<file path="src/hdl/sgm_pkg.sv">
// Shared constants and types for the serial-link management registers
package sgm_pkg;

  // ==========================================================
  // Register numbers on the management bus
  localparam logic [4:0] REG_STATUS = 5'h01;
  localparam logic [4:0] REG_ID_HIGH = 5'h02;
  localparam logic [4:0] REG_ID_LOW = 5'h03;
  localparam logic [4:0] REG_ADVERT = 5'h04;
  localparam logic [4:0] REG_EXT_STATUS = 5'h0F;
  localparam logic [4:0] REG_STD_SELECT = 5'h11;

  // ==========================================================
  // Fixed register contents and field positions
  localparam logic [15:0] STATUS_FIXED = 16'h01C0;
  localparam int LINK_BIT_POS = 2;
  localparam logic [15:0] ADVERT_VALUE = 16'h0001;
  localparam logic [15:0] EXT_STATUS_VALUE = 16'h8000;
  localparam logic [15:0] UNMAPPED_VALUE = 16'h0000;
  localparam logic [4:0] ORG_LOW_POS = 5'h0A;
  localparam logic [4:0] MODEL_POS = 5'h04;
  localparam logic LINK_RESET = 1'h0;

  // ==========================================================
  // Frame layout
  localparam logic [1:0] OP_READ = 2'h2;
  localparam logic [1:0] OP_WRITE = 2'h1;
  localparam logic [4:0] OP_LAST = 5'h01;
  localparam logic [4:0] ADDR_LAST = 5'h04;
  localparam logic [4:0] TA_LAST = 5'h01;
  localparam logic [4:0] DATA_LAST = 5'h0F;

  // Frame decoder states
  typedef enum logic [2:0] {
    S_IDLE, S_START, S_OP, S_PHY, S_REG, S_TA, S_DATA
  } sgm_state_t;

  // Header of one management frame
  typedef struct packed {
    logic [1:0] op;
    logic [4:0] phy;
    logic [4:0] regad;
  } sgm_hdr_t;

endpackage

</file>
<file path="src/hdl/sgm_link_latch.sv">
// Latching-low link status bit, reloaded by a read of the status register
`timescale 1ns/100ps
module sgm_link_latch
  import sgm_pkg::*;
(
  input wire logic clock,
  input wire logic rst_n,
  input wire logic link_sync,
  input wire logic read_pulse,
  output logic link_bit
);

  // ==========================================================
  // Latch
  // A read reloads the live level; otherwise any drop sticks at zero
  // until software comes back for it, so a short outage is never missed
  always_ff @(posedge clock) begin
    if (!rst_n) begin
      link_bit <= LINK_RESET;
    end else if (read_pulse) begin
      link_bit <= link_sync;
    end else if (!link_sync) begin
      link_bit <= 1'b0;
    end
  end

endmodule // sgm_link_latch

</file>
<file path="src/hdl/sgm_mgmt_regs.sv">
// Management register set and frame slave of the serial-link PCS
//
// How it works
// - Status bits 15:9 always read zero
// - Status bit 8 reads one: extended status
// - Status bit 7 reads one, writes ignored
// - Status bit 6 reads one: no preamble needed
// - Status bits 5:3 zero; software ignores them
// - Link bit latches low when link drops
// - Status read reloads link bit from live status
// - Link one only if continuously up since read
// - Status bits 1 and 0 read zero
// - Registers 2 and 3 return fixed identity
// - Register 4 read-only, only bit 0 set
// - Extended status bit 15 reads one
// - Extended status bits 14:0 read zero
// - Register 17 exists only with dynamic switching
// - Register 17 bit 0 selects standard; rest zero
// - Standard bit resets from select input
// - Standard register writable at any time
// - Undefined addresses read zero, ignore writes
// - Every reset source restores all defaults
`timescale 1ns/100ps
module sgm_mgmt_regs
  import sgm_pkg::*;
#(
  parameter bit DYNAMIC_SWITCH = 1'b1,
  parameter logic [21:0] ORG_CODE = 22'h15A3C5, // Arbitrary value
  parameter logic [5:0] MODEL_CODE = 6'h2B, // Arbitrary value
  parameter logic [3:0] REV_CODE = 4'h3 // Arbitrary value
) (
  input wire logic clock,
  input wire logic rst_n,
  input wire logic soft_reset,
  input wire logic clock_lock_reset_source,
  input wire logic basex_or_sgmii,
  input wire logic link_sync,
  input wire logic [4:0] phy_address,
  input wire logic mdc,
  input wire logic mdio_in,
  output logic mdio_out,
  output logic mdio_tri,
  output logic standard_sgmii
);

  // ==========================================================
  // Core reset and clock edge detect
  logic core_rst_n;
  logic mdc_q;
  logic mdc_rise;
  sgm_state_t state;
  sgm_hdr_t hdr;
  logic [4:0] bit_cnt;
  logic [15:0] rd_word;
  logic reading;
  logic writing;
  logic load_rd;
  logic read_pulse;
  logic link_bit;
  logic std_sel;
  logic [4:0] last_reg;
  logic addr_match;

  // Any of the three sources puts the whole register set back
  assign core_rst_n = rst_n && !soft_reset && clock_lock_reset_source;

  // Management clock pin is synchronous, so a plain delay finds its edge
  always_ff @(posedge clock) begin
    if (!core_rst_n) begin
      mdc_q <= 1'b0;
    end else begin
      mdc_q <= mdc;
    end
  end

  assign mdc_rise = mdc && !mdc_q;

  // Register number complete on the last address bit
  assign last_reg = {hdr.regad[3:0], mdio_in};
  assign addr_match = (hdr.phy == phy_address);

  // Header fully received, read frame aimed at this device
  assign load_rd = mdc_rise && (state == S_REG) && (bit_cnt == ADDR_LAST)
    && (hdr.op == OP_READ) && addr_match;
  assign read_pulse = load_rd && (last_reg == REG_STATUS);

  // ==========================================================
  // Read multiplexer
  function automatic logic [15:0] read_reg(input logic [4:0] a,
                                           input logic link,
                                           input logic std);
    logic [15:0] v;
    v = UNMAPPED_VALUE;
    unique case (a)
      REG_STATUS: begin
        // Fixed abilities plus the latched link bit
        v = STATUS_FIXED;
        v[LINK_BIT_POS] = link;
      end
      REG_ID_HIGH: v = ORG_CODE[21:6];
      REG_ID_LOW: v = {ORG_CODE[5:0], MODEL_CODE, REV_CODE};
      REG_ADVERT: v = ADVERT_VALUE;
      REG_EXT_STATUS: v = EXT_STATUS_VALUE;
      REG_STD_SELECT: begin
        // Absent builds leave the address undefined, reading zero
        if (DYNAMIC_SWITCH) begin
          v = {15'h0000, std};
        end
      end
      default: v = UNMAPPED_VALUE;
    endcase
    return v;
  endfunction

  // ==========================================================
  // Frame decoder
  // Idle line is high; the first zero is the start, so no preamble
  // is needed and a preamble of ones is simply skipped
  always_ff @(posedge clock) begin
    if (!core_rst_n) begin
      state <= S_IDLE;
      bit_cnt <= 5'h00;
      hdr <= '0;
    end else if (mdc_rise) begin
      unique case (state)
        S_IDLE: begin
          if (!mdio_in) begin
            state <= S_START;
          end
        end
        S_START: begin
          state <= mdio_in ? S_OP : S_IDLE;
          bit_cnt <= 5'h00;
        end
        S_OP: begin
          hdr.op <= {hdr.op[0], mdio_in};
          bit_cnt <= (bit_cnt == OP_LAST) ? 5'h00 : bit_cnt + 5'h01;
          if (bit_cnt == OP_LAST) begin
            state <= S_PHY;
          end
        end
        S_PHY: begin
          hdr.phy <= {hdr.phy[3:0], mdio_in};
          bit_cnt <= (bit_cnt == ADDR_LAST) ? 5'h00 : bit_cnt + 5'h01;
          if (bit_cnt == ADDR_LAST) begin
            state <= S_REG;
          end
        end
        S_REG: begin
          hdr.regad <= last_reg;
          bit_cnt <= (bit_cnt == ADDR_LAST) ? 5'h00 : bit_cnt + 5'h01;
          if (bit_cnt == ADDR_LAST) begin
            state <= S_TA;
          end
        end
        S_TA: begin
          bit_cnt <= (bit_cnt == TA_LAST) ? 5'h00 : bit_cnt + 5'h01;
          if (bit_cnt == TA_LAST) begin
            state <= S_DATA;
          end
        end
        S_DATA: begin
          bit_cnt <= (bit_cnt == DATA_LAST) ? 5'h00 : bit_cnt + 5'h01;
          if (bit_cnt == DATA_LAST) begin
            state <= S_IDLE;
          end
        end
        default: state <= S_IDLE;
      endcase
    end
  end

  // ==========================================================
  // Frame kind flags
  // Frames for another PHY address leave the pin released
  always_ff @(posedge clock) begin
    if (!core_rst_n) begin
      reading <= 1'b0;
      writing <= 1'b0;
    end else if (mdc_rise && state == S_REG && bit_cnt == ADDR_LAST) begin
      reading <= (hdr.op == OP_READ) && addr_match;
      writing <= (hdr.op == OP_WRITE) && addr_match;
    end else if (mdc_rise && state == S_IDLE) begin
      reading <= 1'b0;
      writing <= 1'b0;
    end
  end

  // ==========================================================
  // Read data path
  // The word is frozen at header end, so a link drop during the data
  // phase shows only on the next read
  always_ff @(posedge clock) begin
    if (!core_rst_n) begin
      rd_word <= 16'h0000;
    end else if (load_rd) begin
      rd_word <= read_reg(last_reg, link_bit, std_sel);
    end else if (mdc_rise && reading && (state == S_DATA
                 || (state == S_TA && bit_cnt == TA_LAST))) begin
      rd_word <= {rd_word[14:0], 1'b0};
    end
  end

  // Pin drive: zero in the second turnaround bit, then data MSB first
  always_ff @(posedge clock) begin
    if (!core_rst_n) begin
      mdio_out <= 1'b1;
      mdio_tri <= 1'b1;
    end else if (mdc_rise && reading) begin
      if (state == S_TA && bit_cnt == 5'h00) begin
        mdio_out <= 1'b0;
        mdio_tri <= 1'b0;
      end else if (state == S_TA || (state == S_DATA
                   && bit_cnt != DATA_LAST)) begin
        mdio_out <= rd_word[15];
        mdio_tri <= 1'b0;
      end else begin
        mdio_out <= 1'b1;
        mdio_tri <= 1'b1;
      end
    end else if (mdc_rise && state == S_IDLE) begin
      mdio_out <= 1'b1;
      mdio_tri <= 1'b1;
    end
  end

  // ==========================================================
  // Write data path
  // Only the last data bit is ever kept, so no shift register is built
  // Standard select: loaded from the strap on every reset; writes to all
  // other registers are dropped, which keeps them read-only
  always_ff @(posedge clock) begin
    if (!core_rst_n) begin
      std_sel <= basex_or_sgmii;
    end else if (mdc_rise && writing && state == S_DATA
                 && bit_cnt == DATA_LAST && DYNAMIC_SWITCH
                 && hdr.regad == REG_STD_SELECT) begin
      std_sel <= mdio_in;
    end
  end

  // Drives the datapath selection of the core
  always_ff @(posedge clock) begin
    if (!core_rst_n) begin
      standard_sgmii <= 1'b0;
    end else begin
      standard_sgmii <= std_sel;
    end
  end

  // ==========================================================
  // Link status latch
  sgm_link_latch u_link (
    .clock(clock),
    .rst_n(core_rst_n),
    .link_sync(link_sync),
    .read_pulse(read_pulse),
    .link_bit(link_bit)
  );

  // ==========================================================
  // Checks
  a_status_upper_zero: assert property (
    @(posedge clock) disable iff (!core_rst_n)
    read_pulse |=> (rd_word[15:9] == 7'h00))
    else $error("status bits 15:9 not zero");

  a_status_ext_one: assert property (
    @(posedge clock) disable iff (!core_rst_n)
    read_pulse |=> rd_word[8])
    else $error("status extended bit not one");

  a_status_unidir_one: assert property (
    @(posedge clock) disable iff (!core_rst_n)
    read_pulse |=> rd_word[7])
    else $error("unidirectional bit not one");

  a_status_pre_one: assert property (
    @(posedge clock) disable iff (!core_rst_n)
    read_pulse |=> rd_word[6])
    else $error("preamble suppression bit not one");

  a_status_neg_zero: assert property (
    @(posedge clock) disable iff (!core_rst_n)
    read_pulse |=> (rd_word[5:3] == 3'h0 && rd_word[1:0] == 2'h0))
    else $error("negotiation or low status bits set");

  a_link_latch_low: assert property (
    @(posedge clock) disable iff (!core_rst_n)
    (!link_sync && !read_pulse) |=> !link_bit)
    else $error("link bit did not latch low");

  // Only a read may bring the latched zero back up
  a_link_hold_low: assert property (
    @(posedge clock) disable iff (!core_rst_n)
    (!link_bit && !read_pulse) |=> !link_bit)
    else $error("link bit rose without a read");

  a_link_reload: assert property (
    @(posedge clock) disable iff (!core_rst_n)
    read_pulse |=> (link_bit == $past(link_sync)))
    else $error("link bit not reloaded on read");

  a_link_read_value: assert property (
    @(posedge clock) disable iff (!core_rst_n)
    read_pulse |=> (rd_word[LINK_BIT_POS] == $past(link_bit)))
    else $error("read link bit differs from latch");

  a_ident_fixed: assert property (
    @(posedge clock) disable iff (!core_rst_n)
    (load_rd && last_reg == REG_ID_HIGH) |=> (rd_word == ORG_CODE[21:6]))
    else $error("identifier high wrong");

  a_advert_fixed: assert property (
    @(posedge clock) disable iff (!core_rst_n)
    (load_rd && last_reg == REG_ADVERT) |=> (rd_word == 16'h0001))
    else $error("advertisement register wrong");

  a_ext_status: assert property (
    @(posedge clock) disable iff (!core_rst_n)
    (load_rd && last_reg == REG_EXT_STATUS) |=> (rd_word == 16'h8000))
    else $error("extended status wrong");

  a_std_write: assert property (
    @(posedge clock) disable iff (!core_rst_n)
    (mdc_rise && writing && state == S_DATA && bit_cnt == DATA_LAST
     && hdr.regad == REG_STD_SELECT && DYNAMIC_SWITCH)
    |=> (std_sel == $past(mdio_in)) ##1 (standard_sgmii == std_sel))
    else $error("standard select write lost");

  a_std_pin_follow: assert property (
    @(posedge clock) disable iff (!core_rst_n)
    core_rst_n |=> (standard_sgmii == $past(std_sel)))
    else $error("standard pin does not follow select bit");

  a_undef_zero: assert property (
    @(posedge clock) disable iff (!core_rst_n)
    (load_rd && (last_reg == 5'h05 || last_reg == 5'h1F))
    |=> (rd_word == 16'h0000))
    else $error("undefined register not zero");

  a_reset_default: assert property (
    @(posedge clock)
    !core_rst_n |=> (!link_bit && mdio_tri && std_sel == $past(basex_or_sgmii)))
    else $error("reset did not restore defaults");

endmodule // sgm_mgmt_regs

</file>
<file path="config.mk">
export PLATFORM = sky130hd
export DESIGN_NAME = sgm_mgmt_regs
export DESIGN_NICKNAME = d
export VERILOG_FILES = /design/src/hdl/sgm_pkg.sv /design/src/hdl/sgm_link_latch.sv /design/src/hdl/sgm_mgmt_regs.sv
export SDC_FILE = /design/constraint.sdc
export NUM_CORES = 1
export LEC_CHECK = 0
export BUFFER_PORTS_ARGS = -buffer_cell sky130_fd_sc_hd__buf_2
export CAP_MARGIN = 20
export CORE_MARGIN = 4
export CORE_UTILIZATION = 35
export CTS_BUF_LIST = sky130_fd_sc_hd__clkbuf_2 sky130_fd_sc_hd__clkbuf_4 sky130_fd_sc_hd__clkbuf_8
export DETAILED_ROUTE_END_ITERATION = 6
export PLACE_DENSITY = 0.5
export SLEW_MARGIN = 40
export SYNTH_ARGS = -nofsm -noshare
export SYNTH_HDL_FRONTEND = slang
export SYNTH_HIERARCHICAL = 1
export SYNTH_SLANG_ARGS = --single-unit
</file>
<file path="constraint.sdc">
create_clock -name clock -period 3 [get_ports clock]
set_clock_uncertainty 0.2 [all_clocks]
set_input_delay 0.3 -clock clock [delete_from_list [all_inputs] [get_ports clock]]
set_output_delay 0.3 -clock clock [all_outputs]
set_load 0.01 [all_outputs]
</file>
==> impl_metrics.json, run 1 <==
{
  "power.share.sequential": 0.534,
  "worst_min_path_class": "input pin to register",
  "synth_top_area_share": 0.3894,
  "period_minus_slack_ns": 2.545,
  "netlist.top_cell.by_area": "sky130_fd_sc_hd__dfxtp_1",
  "routed_wire_length_per_instance_um": 14.39,
  "critPathCaptureType": "register",
  "rsz0062_at_grt": "false",
  "routed-via-count": 1789,
  "fp.dieArea_um2": 7653,
  "boundaryPins": 16,
  "cts_post_setup_buffers_inserted": 0,
  "power.share.combinational": 0.039,
  "clock_slew_at_reported_path_ffs_ns": 0.09,
  "critical_path_cell_by_cell": "inv_1 -> ha_1 -> and4bb_4 -> and4_1 -> or4b_1 -> buf_4 -> o21ai_0 -> a21oi_1",
  "yosysUniqueCellTypes": 55,
  "globalRoute.totalOverflow": 0,
  "power_switching_share": 0.2243,
  "postSynthNetCount": 269,
  "post-dp-hpwl_mm": 3.545,
  "route.final.wire_length_mm": 4.894,
  "final_nets": 282,
  "die_height_um": 87.48,
  "max_freq_ghz": 0.3929,
  "report.final.slew_viol_count": 0,
  "cts_tree": "yes",
  "clock_sinks": 44,
  "report.final.hold_viol_count": 0,
  "synth_sequential_area_ratio": 0.4029,
  "areaGrowthSynthToFinish_pct": 11.71,
  "timing.critical_path.slowest_cell_delay_ns": 0.55,
  "fp.coreArea_um2": 6026,
  "mappedNetlistArea_um2": 2211,
  "critPathLaunchType": "register",
  "first_global_vias": 1770,
  "timing_worst_slew_pin_value_ns": 0.6865,
  "place.port_buffers": 15,
  "first_pass_grt_wire_length_mm": 8.597,
  "clock_power_share": 0.427,
  "worst_ep_arrival_time_ns": 2.53,
  "cap_viol_max_count": 0,
  "drive_above_1_share": 0.1472,
  "synthesis.yosys.warnings": 6,
  "number_of_antenna_violations_at_the_first_check_in_global_routing": 0,
  "drt_first_iter_violations": 131,
  "finalSetupTns_ns": 0,
  "commonest_register_cell_after_synthesis": "sky130_fd_sc_hd__dfxtp_1",
  "final-setup-viol-count": 0,
  "cells_resized_by_post_cts_repair": 0,
  "slew-limit-headroom": 0.5381,
  "p_switching_mw": 0.2477,
  "cell_with_the_largest_stage_delay_on_the_worst_path": "sky130_fd_sc_hd__or4b_1",
  "cellLeakagePower_nw": 0.9343,
  "firstDrtPassIters": 4,
  "drt-vias-per-instance": 5.262,
  "run_status": "finished clean",
  "drc_errors": 0,
  "cts-htree-levels": 2,
  "antenna_left": 0,
  "numCtsBuffers": 5,
  "num_rows": 28,
  "gpl.final_weighted_congestion": 0.7815,
  "antenna_cells_inserted": 0,
  "cp_max_fo": 13,
  "post_syn_area_per_cell_um2": 8.808,
  "vdd_drop_max_v": 0.0001794,
  "post_synth_inst_count": 251,
  "grt_usage": 0.1418,
  "synth_edf_count": 1,
  "clkLatencyLatePin_ns": 0.30,
  "start_util": 0.3669,
  "postLayoutCoreUtil": 0.4099,
  "die-width_um": 87.48,
  "maximum_number_of_pins_on_one_net_before_global_route_repair": 17,
  "clk_tree_root_cell": "sky130_fd_sc_hd__clkbuf_8",
  "worst-endpoint-required_ns": 2.99,
  "synth_seq_cells": 44,
  "synthTopCellsByArea": "sky130_fd_sc_hd__dfxtp_1, sky130_fd_sc_hd__mux2i_1, sky130_fd_sc_hd__nand2_1",
  "worst-setup-path-type": "register to register",
  "cts_hold_repair.buffers": 0,
  "power.density_cell_area_nw_per_um2": 447.2,
  "max-clock-path-buffers": 2,
  "fraction_of_registers_with_async_set_reset": 0,
  "p_int_mw": 0.8568,
  "timing.final.crit_share": 0.8483
}
## worst paths after layout
kind	end	depth (start not counted)	from	slack, ns
min	mdc_q	2	mdc	0.02
min reg2reg	rd_word[11]	2	rd_word[11]	0.26
max	rd_word[4]	8	bit_cnt[1]	0.46
max reg2reg	rd_word[4]	8	bit_cnt[1]	0.46
## flip-flops by register name, summed over array words and instances, names as in the netlist
name	cells
u_link/link_bit	1
state	3
reading	1
rd_word	16
std_sel	1
mdio_out	1
mdio_tri	1
mdc_q	1
writing	1
bit_cnt	5
hdr	12
standard_sgmii	1
## cells by family (layout without fill, tap and decap cells)
kind of cell             after synthesis  in the layout  share of synthesized area
AO/OA/AOI/OAI                         54             54                     0.1726
XOR/XNOR                               8              8                    0.03169
buffers and inverters                 23             37                    0.04471
AND/OR/NAND/NOR                      101            101                     0.2473
flip-flops                            44             44                     0.4029
adder cells (fa/ha/maj)                5              5                    0.02830
multiplexers                          16             16                    0.07244
## final cells by class
cell class,instances,area (um2)
clock inverters,3,45.04
inverters,8,30.03
flip-flops and latches,44,890.9
well taps,75,93.84
fillers,620,3556
repair buffers,21,120.1
multi-input cells,184,1221
clock buffers,5,68.82
## cell usage in the layout (no fill, tap or decap), drive strengths merged, types with 3 or more instances in the layout
cell type,instances
inv,10
dfxtp,43
buf,21
nand4,4
nor2b,4
ha,5
nand2,25
nor3,5
nor2,24
mux2i,16
clkbuf,5
nor3b,3
o21ai,8
nor4b,3
and2,4
o221a,5
nand2b,4
a22oi,3
a21oi,16
xnor2,6
and3,3
nand3,11
## per-stage QoR
stage | std cells | setup slack (ns) | cell area [um2] | power [mW] | hold slack, ns
floorplan | 251 | 0.7321 | 2211 | 0.6287 | 0.2217
global placement | 332 | 0.4558 | 2356 | 0.6478 | 0.2561
detailed placement | 332 | 0.4798 | 2356 | 0.6469 | 0.2525
CTS | 340 | 0.4636 | 2470 | 1.124 | 0.01142
global route | 340 | 0.2839 | 2470 | 1.154 | 0.03069
finish | 340 | 0.4550 | 2470 | 1.105 | 0.01701
## power by group through the flow
stage / logic [mW] / registers (mW) / clock network (mW)
2_1_floorplan: 0.0259 / 0.603 / 0
3_3_place_gp: 0.0438 / 0.604 / 0
3_5_place_dp: 0.0431 / 0.604 / 0
4_1_cts: 0.0432 / 0.590 / 0.490
5_1_grt: 0.0476 / 0.591 / 0.515
6_report: 0.0428 / 0.590 / 0.472
## synthesized netlist by cell type (4+ instances only)
cell type                  number
sky130_fd_sc_hd__a21oi_1       15
sky130_fd_sc_hd__and2_1         4
sky130_fd_sc_hd__buf_2          4
sky130_fd_sc_hd__clkbuf_1       8
sky130_fd_sc_hd__dfxtp_1       43
sky130_fd_sc_hd__ha_1           5
sky130_fd_sc_hd__inv_1          8
sky130_fd_sc_hd__mux2i_1       16
sky130_fd_sc_hd__nand2_1       25
sky130_fd_sc_hd__nand2b_1       4
sky130_fd_sc_hd__nand3_1       10
sky130_fd_sc_hd__nand4_1        4
sky130_fd_sc_hd__nor2_1        23
sky130_fd_sc_hd__nor2b_1        4
sky130_fd_sc_hd__nor3_1         5
sky130_fd_sc_hd__o21ai_0        8
sky130_fd_sc_hd__o221a_2        5
sky130_fd_sc_hd__xnor2_1        6
## worst max-delay path: cells and delay by family, from the launching register on
family | cells | cell delay, ns
and+or+nand+nor | 3 | 1.03
AOI/OAI and AO/OA | 2 | 0.33
adders and majority gates | 1 | 0.21
buffers and inverters | 2 | 0.33
DFF | 1 | 0.33
## routing by layer
layer,share of wire,wire (um),vias to the layer above,global-route usage
li1,-,-,928,-
met1,0.54,2663,820,0.2097
met2,0.41,1986,33,0.2034
met3,0.035,169,8,0.03217
met4,0.015,75,0,0.04184
met5,0,0,-,0
Note: power is estimated with default switching activity, not from simulation.
==> run 2: changes to the inputs <==
==> constraint.sdc (replaced) <==
create_clock -name clock -period 2.7 [get_ports clock]
set_clock_uncertainty 0.2 [all_clocks]
set_input_delay 0.27 -clock clock [delete_from_list [all_inputs] [get_ports clock]]
set_output_delay 0.27 -clock clock [all_outputs]
set_load 0.01 [all_outputs]
==> run 2 against run 1 <==
Compared with the run above:
- die area is the same
- global-route usage shrank 0.49 points
- utilization grew 0.66 points
- flip-flop and latch count is the same
- via count grew 0.89%
- worst hold slack gained 0.046 ns
- non-clock buffer count grew 5
==> impl_metrics.json, run 2 (synthesis results as in run 1) <==
{
  "critical_path_cell_by_cell": "dlygate4sd3_1 -> buf_2 -> nor2b_1 -> nand3_4 -> or4b_1 -> buf_4 -> o21ai_0 -> a21oi_1",
  "die-width_um": 87.48,
  "drc_errors": 0,
  "r2r_slack_ns": 0.29,
  "vdd_drop_max_v": 0.0002300,
  "power.density_cell_area_nw_per_um2": 481.8,
  "grt.met3_usage": 0.03027,
  "drt-vias-per-instance": 5.232,
  "finalSetupTns_ns": 0,
  "clkLatencyLatePin_ns": 0.29,
  "firstDrtPassIters": 4,
  "place.port_buffers": 15,
  "fp.coreArea_um2": 6026,
  "clock_slew_at_reported_path_ffs_ns": 0.08,
  "first_global_vias": 1694,
  "timing_endpoint_of_the_critical_path": "rd_word[4]",
  "critical_path_depth": 8,
  "r2r_end": "rd_word[4]",
  "maximum_number_of_pins_on_one_net_before_global_route_repair": 29,
  "layout.cells.most_common": "sky130_fd_sc_hd__dfxtp_1",
  "first_pass_grt_wire_length_mm": 8.252,
  "critical_path.reg2reg.startpoint": "bit_cnt[0]",
  "post-dp-hpwl_mm": 3.503,
  "mostFrequentLayoutCells": "sky130_fd_sc_hd__dfxtp_1, sky130_fd_sc_hd__nand2_1, sky130_fd_sc_hd__nor2_1",
  "boundaryPins": 16,
  "report.final.slew_viol_count": 0,
  "regArea_um2": 890.9,
  "worst-endpoint-required_ns": 2.68,
  "critical_path.n_buffers_inverters": 3,
  "gpl.final_weighted_congestion": 0.8040,
  "timing.final.crit_share": 0.9337,
  "number_of_antenna_violations_at_the_first_check_in_global_routing": 0,
  "areaGrowthSynthToFinish_pct": 13.53,
  "clock_sinks": 44,
  "worst_min_path_class": "input pin to register",
  "filler_cell_count": 613,
  "route.final.wire_length_mm": 4.878,
  "slew-limit-headroom": 0.6647,
  "cellLeakagePower_nw": 0.9583,
  "worst-setup-path-type": "input pin to register",
  "max_freq_ghz": 0.3967,
  "report.final.hold_viol_count": 0,
  "timing_worst_slew_pin_value_ns": 0.4991,
  "largest_register_ffs": 16,
  "clk_tree_root_cell": "sky130_fd_sc_hd__clkbuf_8",
  "final_nets": 287,
  "antenna_cells_inserted": 0,
  "die_height_um": 87.48,
  "start_util": 0.3669,
  "cap_viol_max_count": 0,
  "num_rows": 28,
  "numCtsBuffers": 5,
  "cts_post_setup_buffers_inserted": 0,
  "timing.critical_path.slowest_cell_delay_ns": 0.59,
  "cp_max_fo": 15,
  "run_status": "finished clean",
  "cts-htree-levels": 2,
  "period_minus_slack_ns": 2.521,
  "grt_usage": 0.1369,
  "rsz0062_at_grt": "false",
  "critPathCaptureType": "register",
  "worst_ep_arrival_time_ns": 2.50,
  "postLayoutCoreUtil": 0.4165,
  "antenna_left": 0,
  "cell_with_the_largest_stage_delay_on_the_worst_path": "sky130_fd_sc_hd__or4b_1",
  "drt_first_iter_violations": 192,
  "grt.busiest_layer": "met1",
  "drive_above_1_share": 0.1556,
  "critPathTopFamily": "simple AND/OR/NAND/NOR gates",
  "regMostFlops": "rd_word",
  "routed-via-count": 1805,
  "fp.dieArea_um2": 7653,
  "crit_path_start": "mdc",
  "routed_wire_length_per_instance_um": 14.14,
  "use_met1": 0.2050,
  "r2r_cells": 8,
  "critPathLaunchType": "input pin",
  "max-clock-path-buffers": 2,
  "grtUsageMet2": 0.1932,
  "globalRoute.totalOverflow": 0,
  "cts_tree": "yes",
  "total_power_mw": 1.209,
  "multi_input_comb_area_um2": 1221,
  "largest_registers": "rd_word x16, hdr x12, bit_cnt x5",
  "final-setup-viol-count": 0
}
run 2: cell types whose count changed in the layout (fill, tap and decap cells not counted):
cell,before,now
sky130_fd_sc_hd__buf_4,6,9
sky130_fd_sc_hd__clkinv_2,0,1
sky130_fd_sc_hd__clkbuf_4,0,1
sky130_fd_sc_hd__inv_4,1,0
sky130_fd_sc_hd__dlygate4sd3_1,0,2
sky130_fd_sc_hd__inv_6,1,0
run 2: how the worst min path moves through the flow:
stage                             end           start  cells past startpoint  slack [ns]
after floorplan                 mdc_q             mdc                      1        0.19
after global placement    rd_word[11]     rd_word[11]                      2        0.24
after detailed placement  rd_word[11]     rd_word[10]                      2        0.25
after CTS                     std_sel  basex_or_sgmii                      3        0.05
after global routing          std_sel  basex_or_sgmii                      3        0.06
final                         std_sel  basex_or_sgmii                      3        0.06
run 2: worst reg2reg max path, delay by kind of cell, from the launching register on:
kind / cells / cell delay (ns)
AND/OR/NAND/NOR: 3 / 0.95
flip-flops: 1 / 0.36
adder cells (fa/ha/maj): 1 / 0.18
buffers and inverters: 2 / 0.29
AO/OA/AOI/OAI: 2 / 0.31
run 2: per-stage QoR:
stage	std cells	area [um2]	worst slack, ns	hold WS (ns)
CTS	345	2510	0.1836	0.05036
global placement	335	2379	0.2545	0.2419
finish	345	2510	0.1789	0.06264
detailed placement	335	2379	0.3028	0.2477
global route	345	2510	0.05354	0.06328
floorplan	251	2211	0.4321	0.1917
run 2: routing by layer:
metal / vias to the layer above / wire length (um) / share of wire
met5: - / 0 / 0
met4: 0 / 48 / 0.0098
met3: 4 / 223 / 0.046
met2: 37 / 1924 / 0.39
met1: 822 / 2682 / 0.55
li1: 942 / - / -
run 2: power by group:
group	switching, mW	internal (mW)
logic	0.0286	0.0200
clock network	0.220	0.285
registers	0.00260	0.653
run 2: cell type report:
type / instances / share of cell area
multi-input combinational: 184 / 0.4865
tap: 75 / 0.03739
clock buffer: 6 / 0.03041
timing repair buffer: 26 / 0.06481
clock inverter: 2 / 0.01396
sequential: 44 / 0.3549
inverter: 8 / 0.01196
run 2: repair_timing:
action	in CTS	in global routing
hold buffers	2	0
endpoints found under the hold margin	2	0
resized for setup	0	0
==> run 3: changes to the inputs <==
==> constraint.sdc (replaced) <==
create_clock -name clock -period 2.7 [get_ports clock]
set_clock_uncertainty 0.2 [all_clocks]
set_input_delay 0.135 -clock clock [delete_from_list [all_inputs] [get_ports clock]]
set_output_delay 0.135 -clock clock [all_outputs]
set_load 0.01 [all_outputs]
==> run 3 against run 2 <==
Compared with the run above:
- sequential power barely moved
- maximum frequency up 0.84%
- combinational power is 4.5% higher
- first-iteration DRC count shrank 33%
- clock power grew 4.2%
- critical path depth stayed put
- power rose by 1.9%
- cell area is 0.55% higher
- via count increased by 1.9%
- routed wire length rose by 0.18%
- critical endpoint is now rd_word[12]
==> impl_metrics.json, run 3 (synthesis results as in run 1) <==
{
  "worst_min_path_class": "input pin to register",
  "critPathLaunchType": "register",
  "first_pass_grt_wire_length_mm": 8.445,
  "clkLatencyLatePin_ns": 0.30,
  "maximum_number_of_pins_on_one_net_before_global_route_repair": 29,
  "route.final.wire_length_mm": 4.887,
  "power.density_cell_area_nw_per_um2": 488.4,
  "critPathTopFamily": "simple AND/OR/NAND/NOR gates",
  "cellLeakagePower_nw": 0.9587,
  "max_freq_ghz": 0.4000,
  "boundaryPins": 16,
  "worst_slack_ns": 0.2000,
  "areaGrowthSynthToFinish_pct": 14.15,
  "cp_max_fo": 13,
  "numCtsBuffers": 5,
  "postLayoutCoreUtil": 0.4188,
  "finalSetupTns_ns": 0,
  "layout.cell_area.non_filler_um2": 2524,
  "report.final.hold_viol_count": 0,
  "r2r_slack_ns": 0.20,
  "fp.dieArea_um2": 7653,
  "pre_cts_ws_ns": 0.1763,
  "drive_above_1_share": 0.1550,
  "critical_path_cell_by_cell": "inv_1 -> ha_1 -> and4bb_4 -> and4_1 -> or4b_1 -> buf_4 -> nand2_1 -> o221a_2",
  "worst-setup-path-type": "register to register",
  "drt-vias-per-instance": 5.318,
  "report.final.slew_viol_count": 0,
  "antenna_cells_inserted": 0,
  "critical_path.n_buffers_inverters": 2,
  "routed_wire_length_per_instance_um": 14.12,
  "regMostFlops": "rd_word",
  "gpl.final_weighted_congestion": 0.7680,
  "clk_tree_root_cell": "sky130_fd_sc_hd__clkbuf_8",
  "antenna_left": 0,
  "max-clock-path-buffers": 2,
  "die-width_um": 87.48,
  "worst-endpoint-required_ns": 2.75,
  "final-setup-viol-count": 0,
  "vdd_drop_max_v": 0.0002095,
  "critPathCaptureType": "register",
  "post-dp-hpwl_mm": 3.476,
  "die_height_um": 87.48,
  "fin_worst_hold_slack_ns": 0.05294,
  "clock_sinks": 44,
  "layout.cells.most_common": "sky130_fd_sc_hd__dfxtp_1",
  "cts_tree": "yes",
  "globalRoute.totalOverflow": 0,
  "num_rows": 28,
  "rsz0062_at_grt": "false",
  "drt_first_iter_violations": 129,
  "final_nets": 288,
  "firstDrtPassIters": 4,
  "timing.final.crit_share": 0.9259,
  "slew-limit-headroom": 0.6796,
  "first_global_vias": 1783,
  "worst_ep_arrival_time_ns": 2.55,
  "grt_usage": 0.1391,
  "timing_worst_slew_pin_value_ns": 0.4740,
  "drc_errors": 0,
  "largest_register_ffs": 16,
  "cap_viol_max_count": 0,
  "fp.coreArea_um2": 6026,
  "largest_registers": "rd_word x16, hdr x12, bit_cnt x5",
  "run_status": "finished clean",
  "cell_with_the_largest_stage_delay_on_the_worst_path": "sky130_fd_sc_hd__or4b_1",
  "timing.critical_path.slowest_cell_delay_ns": 0.53,
  "post_dp_cell_area_um2": 2379,
  "clock_slew_at_reported_path_ffs_ns": 0.09,
  "routed-via-count": 1840,
  "cts-htree-levels": 2,
  "start_util": 0.3669,
  "number_of_antenna_violations_at_the_first_check_in_global_routing": 0,
  "place.port_buffers": 15,
  "mostFrequentLayoutCells": "sky130_fd_sc_hd__dfxtp_1, sky130_fd_sc_hd__nand2_1, sky130_fd_sc_hd__nor2_1",
  "period_minus_slack_ns": 2.500
}
run 3: cell types whose count changed in the layout (fill, tap and decap cells not counted), sizes merged:
| cell | previous run | this run |
|---|---|---|
| inv | 8 | 9 |
| dlygate4sd3 | 2 | 3 |
| clkbuf | 6 | 5 |
| clkinvlp | 0 | 1 |
| clkinv | 1 | 0 |
run 3: what timing repair did:
action | in CTS | in global routing
gates resized for setup | 0 | 1
hold endpoints to repair | 3 | 0
setup buffers | 0 | 0
endpoints found under the setup margin | 0 | 2
hold buffers | 3 | 0
run 3: final cells by class:
type                    instances  area, um2
clock buffers                   5      68.82
clock inverters                 3      46.29
fillers                       625       3502
inverters                       8      30.03
multi-input cells             184       1221
flip-flops and latches         44      890.9
well taps                      75      93.84
repair buffers                 27      172.7
run 3: final timing paths:
kind          startpoint           to  depth (start not counted)
max           bit_cnt[1]  rd_word[12]                          8
max reg2reg   bit_cnt[1]  rd_word[12]                          8
min reg2reg  rd_word[12]  rd_word[13]                          2
min              mdio_in       hdr[5]                          3
run 3: layer usage:
layer / wire (um) / track usage / vias up / share of wire
met4: 63 / 0.03766 / 0 / 0.013
met2: 2006 / 0.1986 / 41 / 0.41
li1: - / - / 945 / -
met3: 250 / 0.03595 / 7 / 0.051
met5: 0 / 0 / - / 0
met1: 2566 / 0.2049 / 847 / 0.53
run 3: where the power goes:
| group | internal [mW] | total [mW] | switching [mW] |
|---|---|---|---|
| Combinational | 0.0213 | 0.0508 | 0.0295 |
| Clock | 0.279 | 0.526 | 0.247 |
| Sequential | 0.653 | 0.656 | 0.00221 |
run 3: through the flow:
stage,total power [mW],instances
5_1_grt,1.283,346
2_1_floorplan,0.6985,251
6_report,1.232,346
3_5_place_dp,0.7183,335
3_3_place_gp,0.7190,335
4_1_cts,1.250,346
run 3: worst reg2reg max path: cells and delay by family, from the launching register on:
kind                     cells  cell delay, ns
AND/OR/NAND/NOR              4            1.18
flip-flops                   1            0.34
buffers and inverters        2            0.33
AO/OA/AOI/OAI                1            0.22
adder cells (fa/ha/maj)      1            0.19
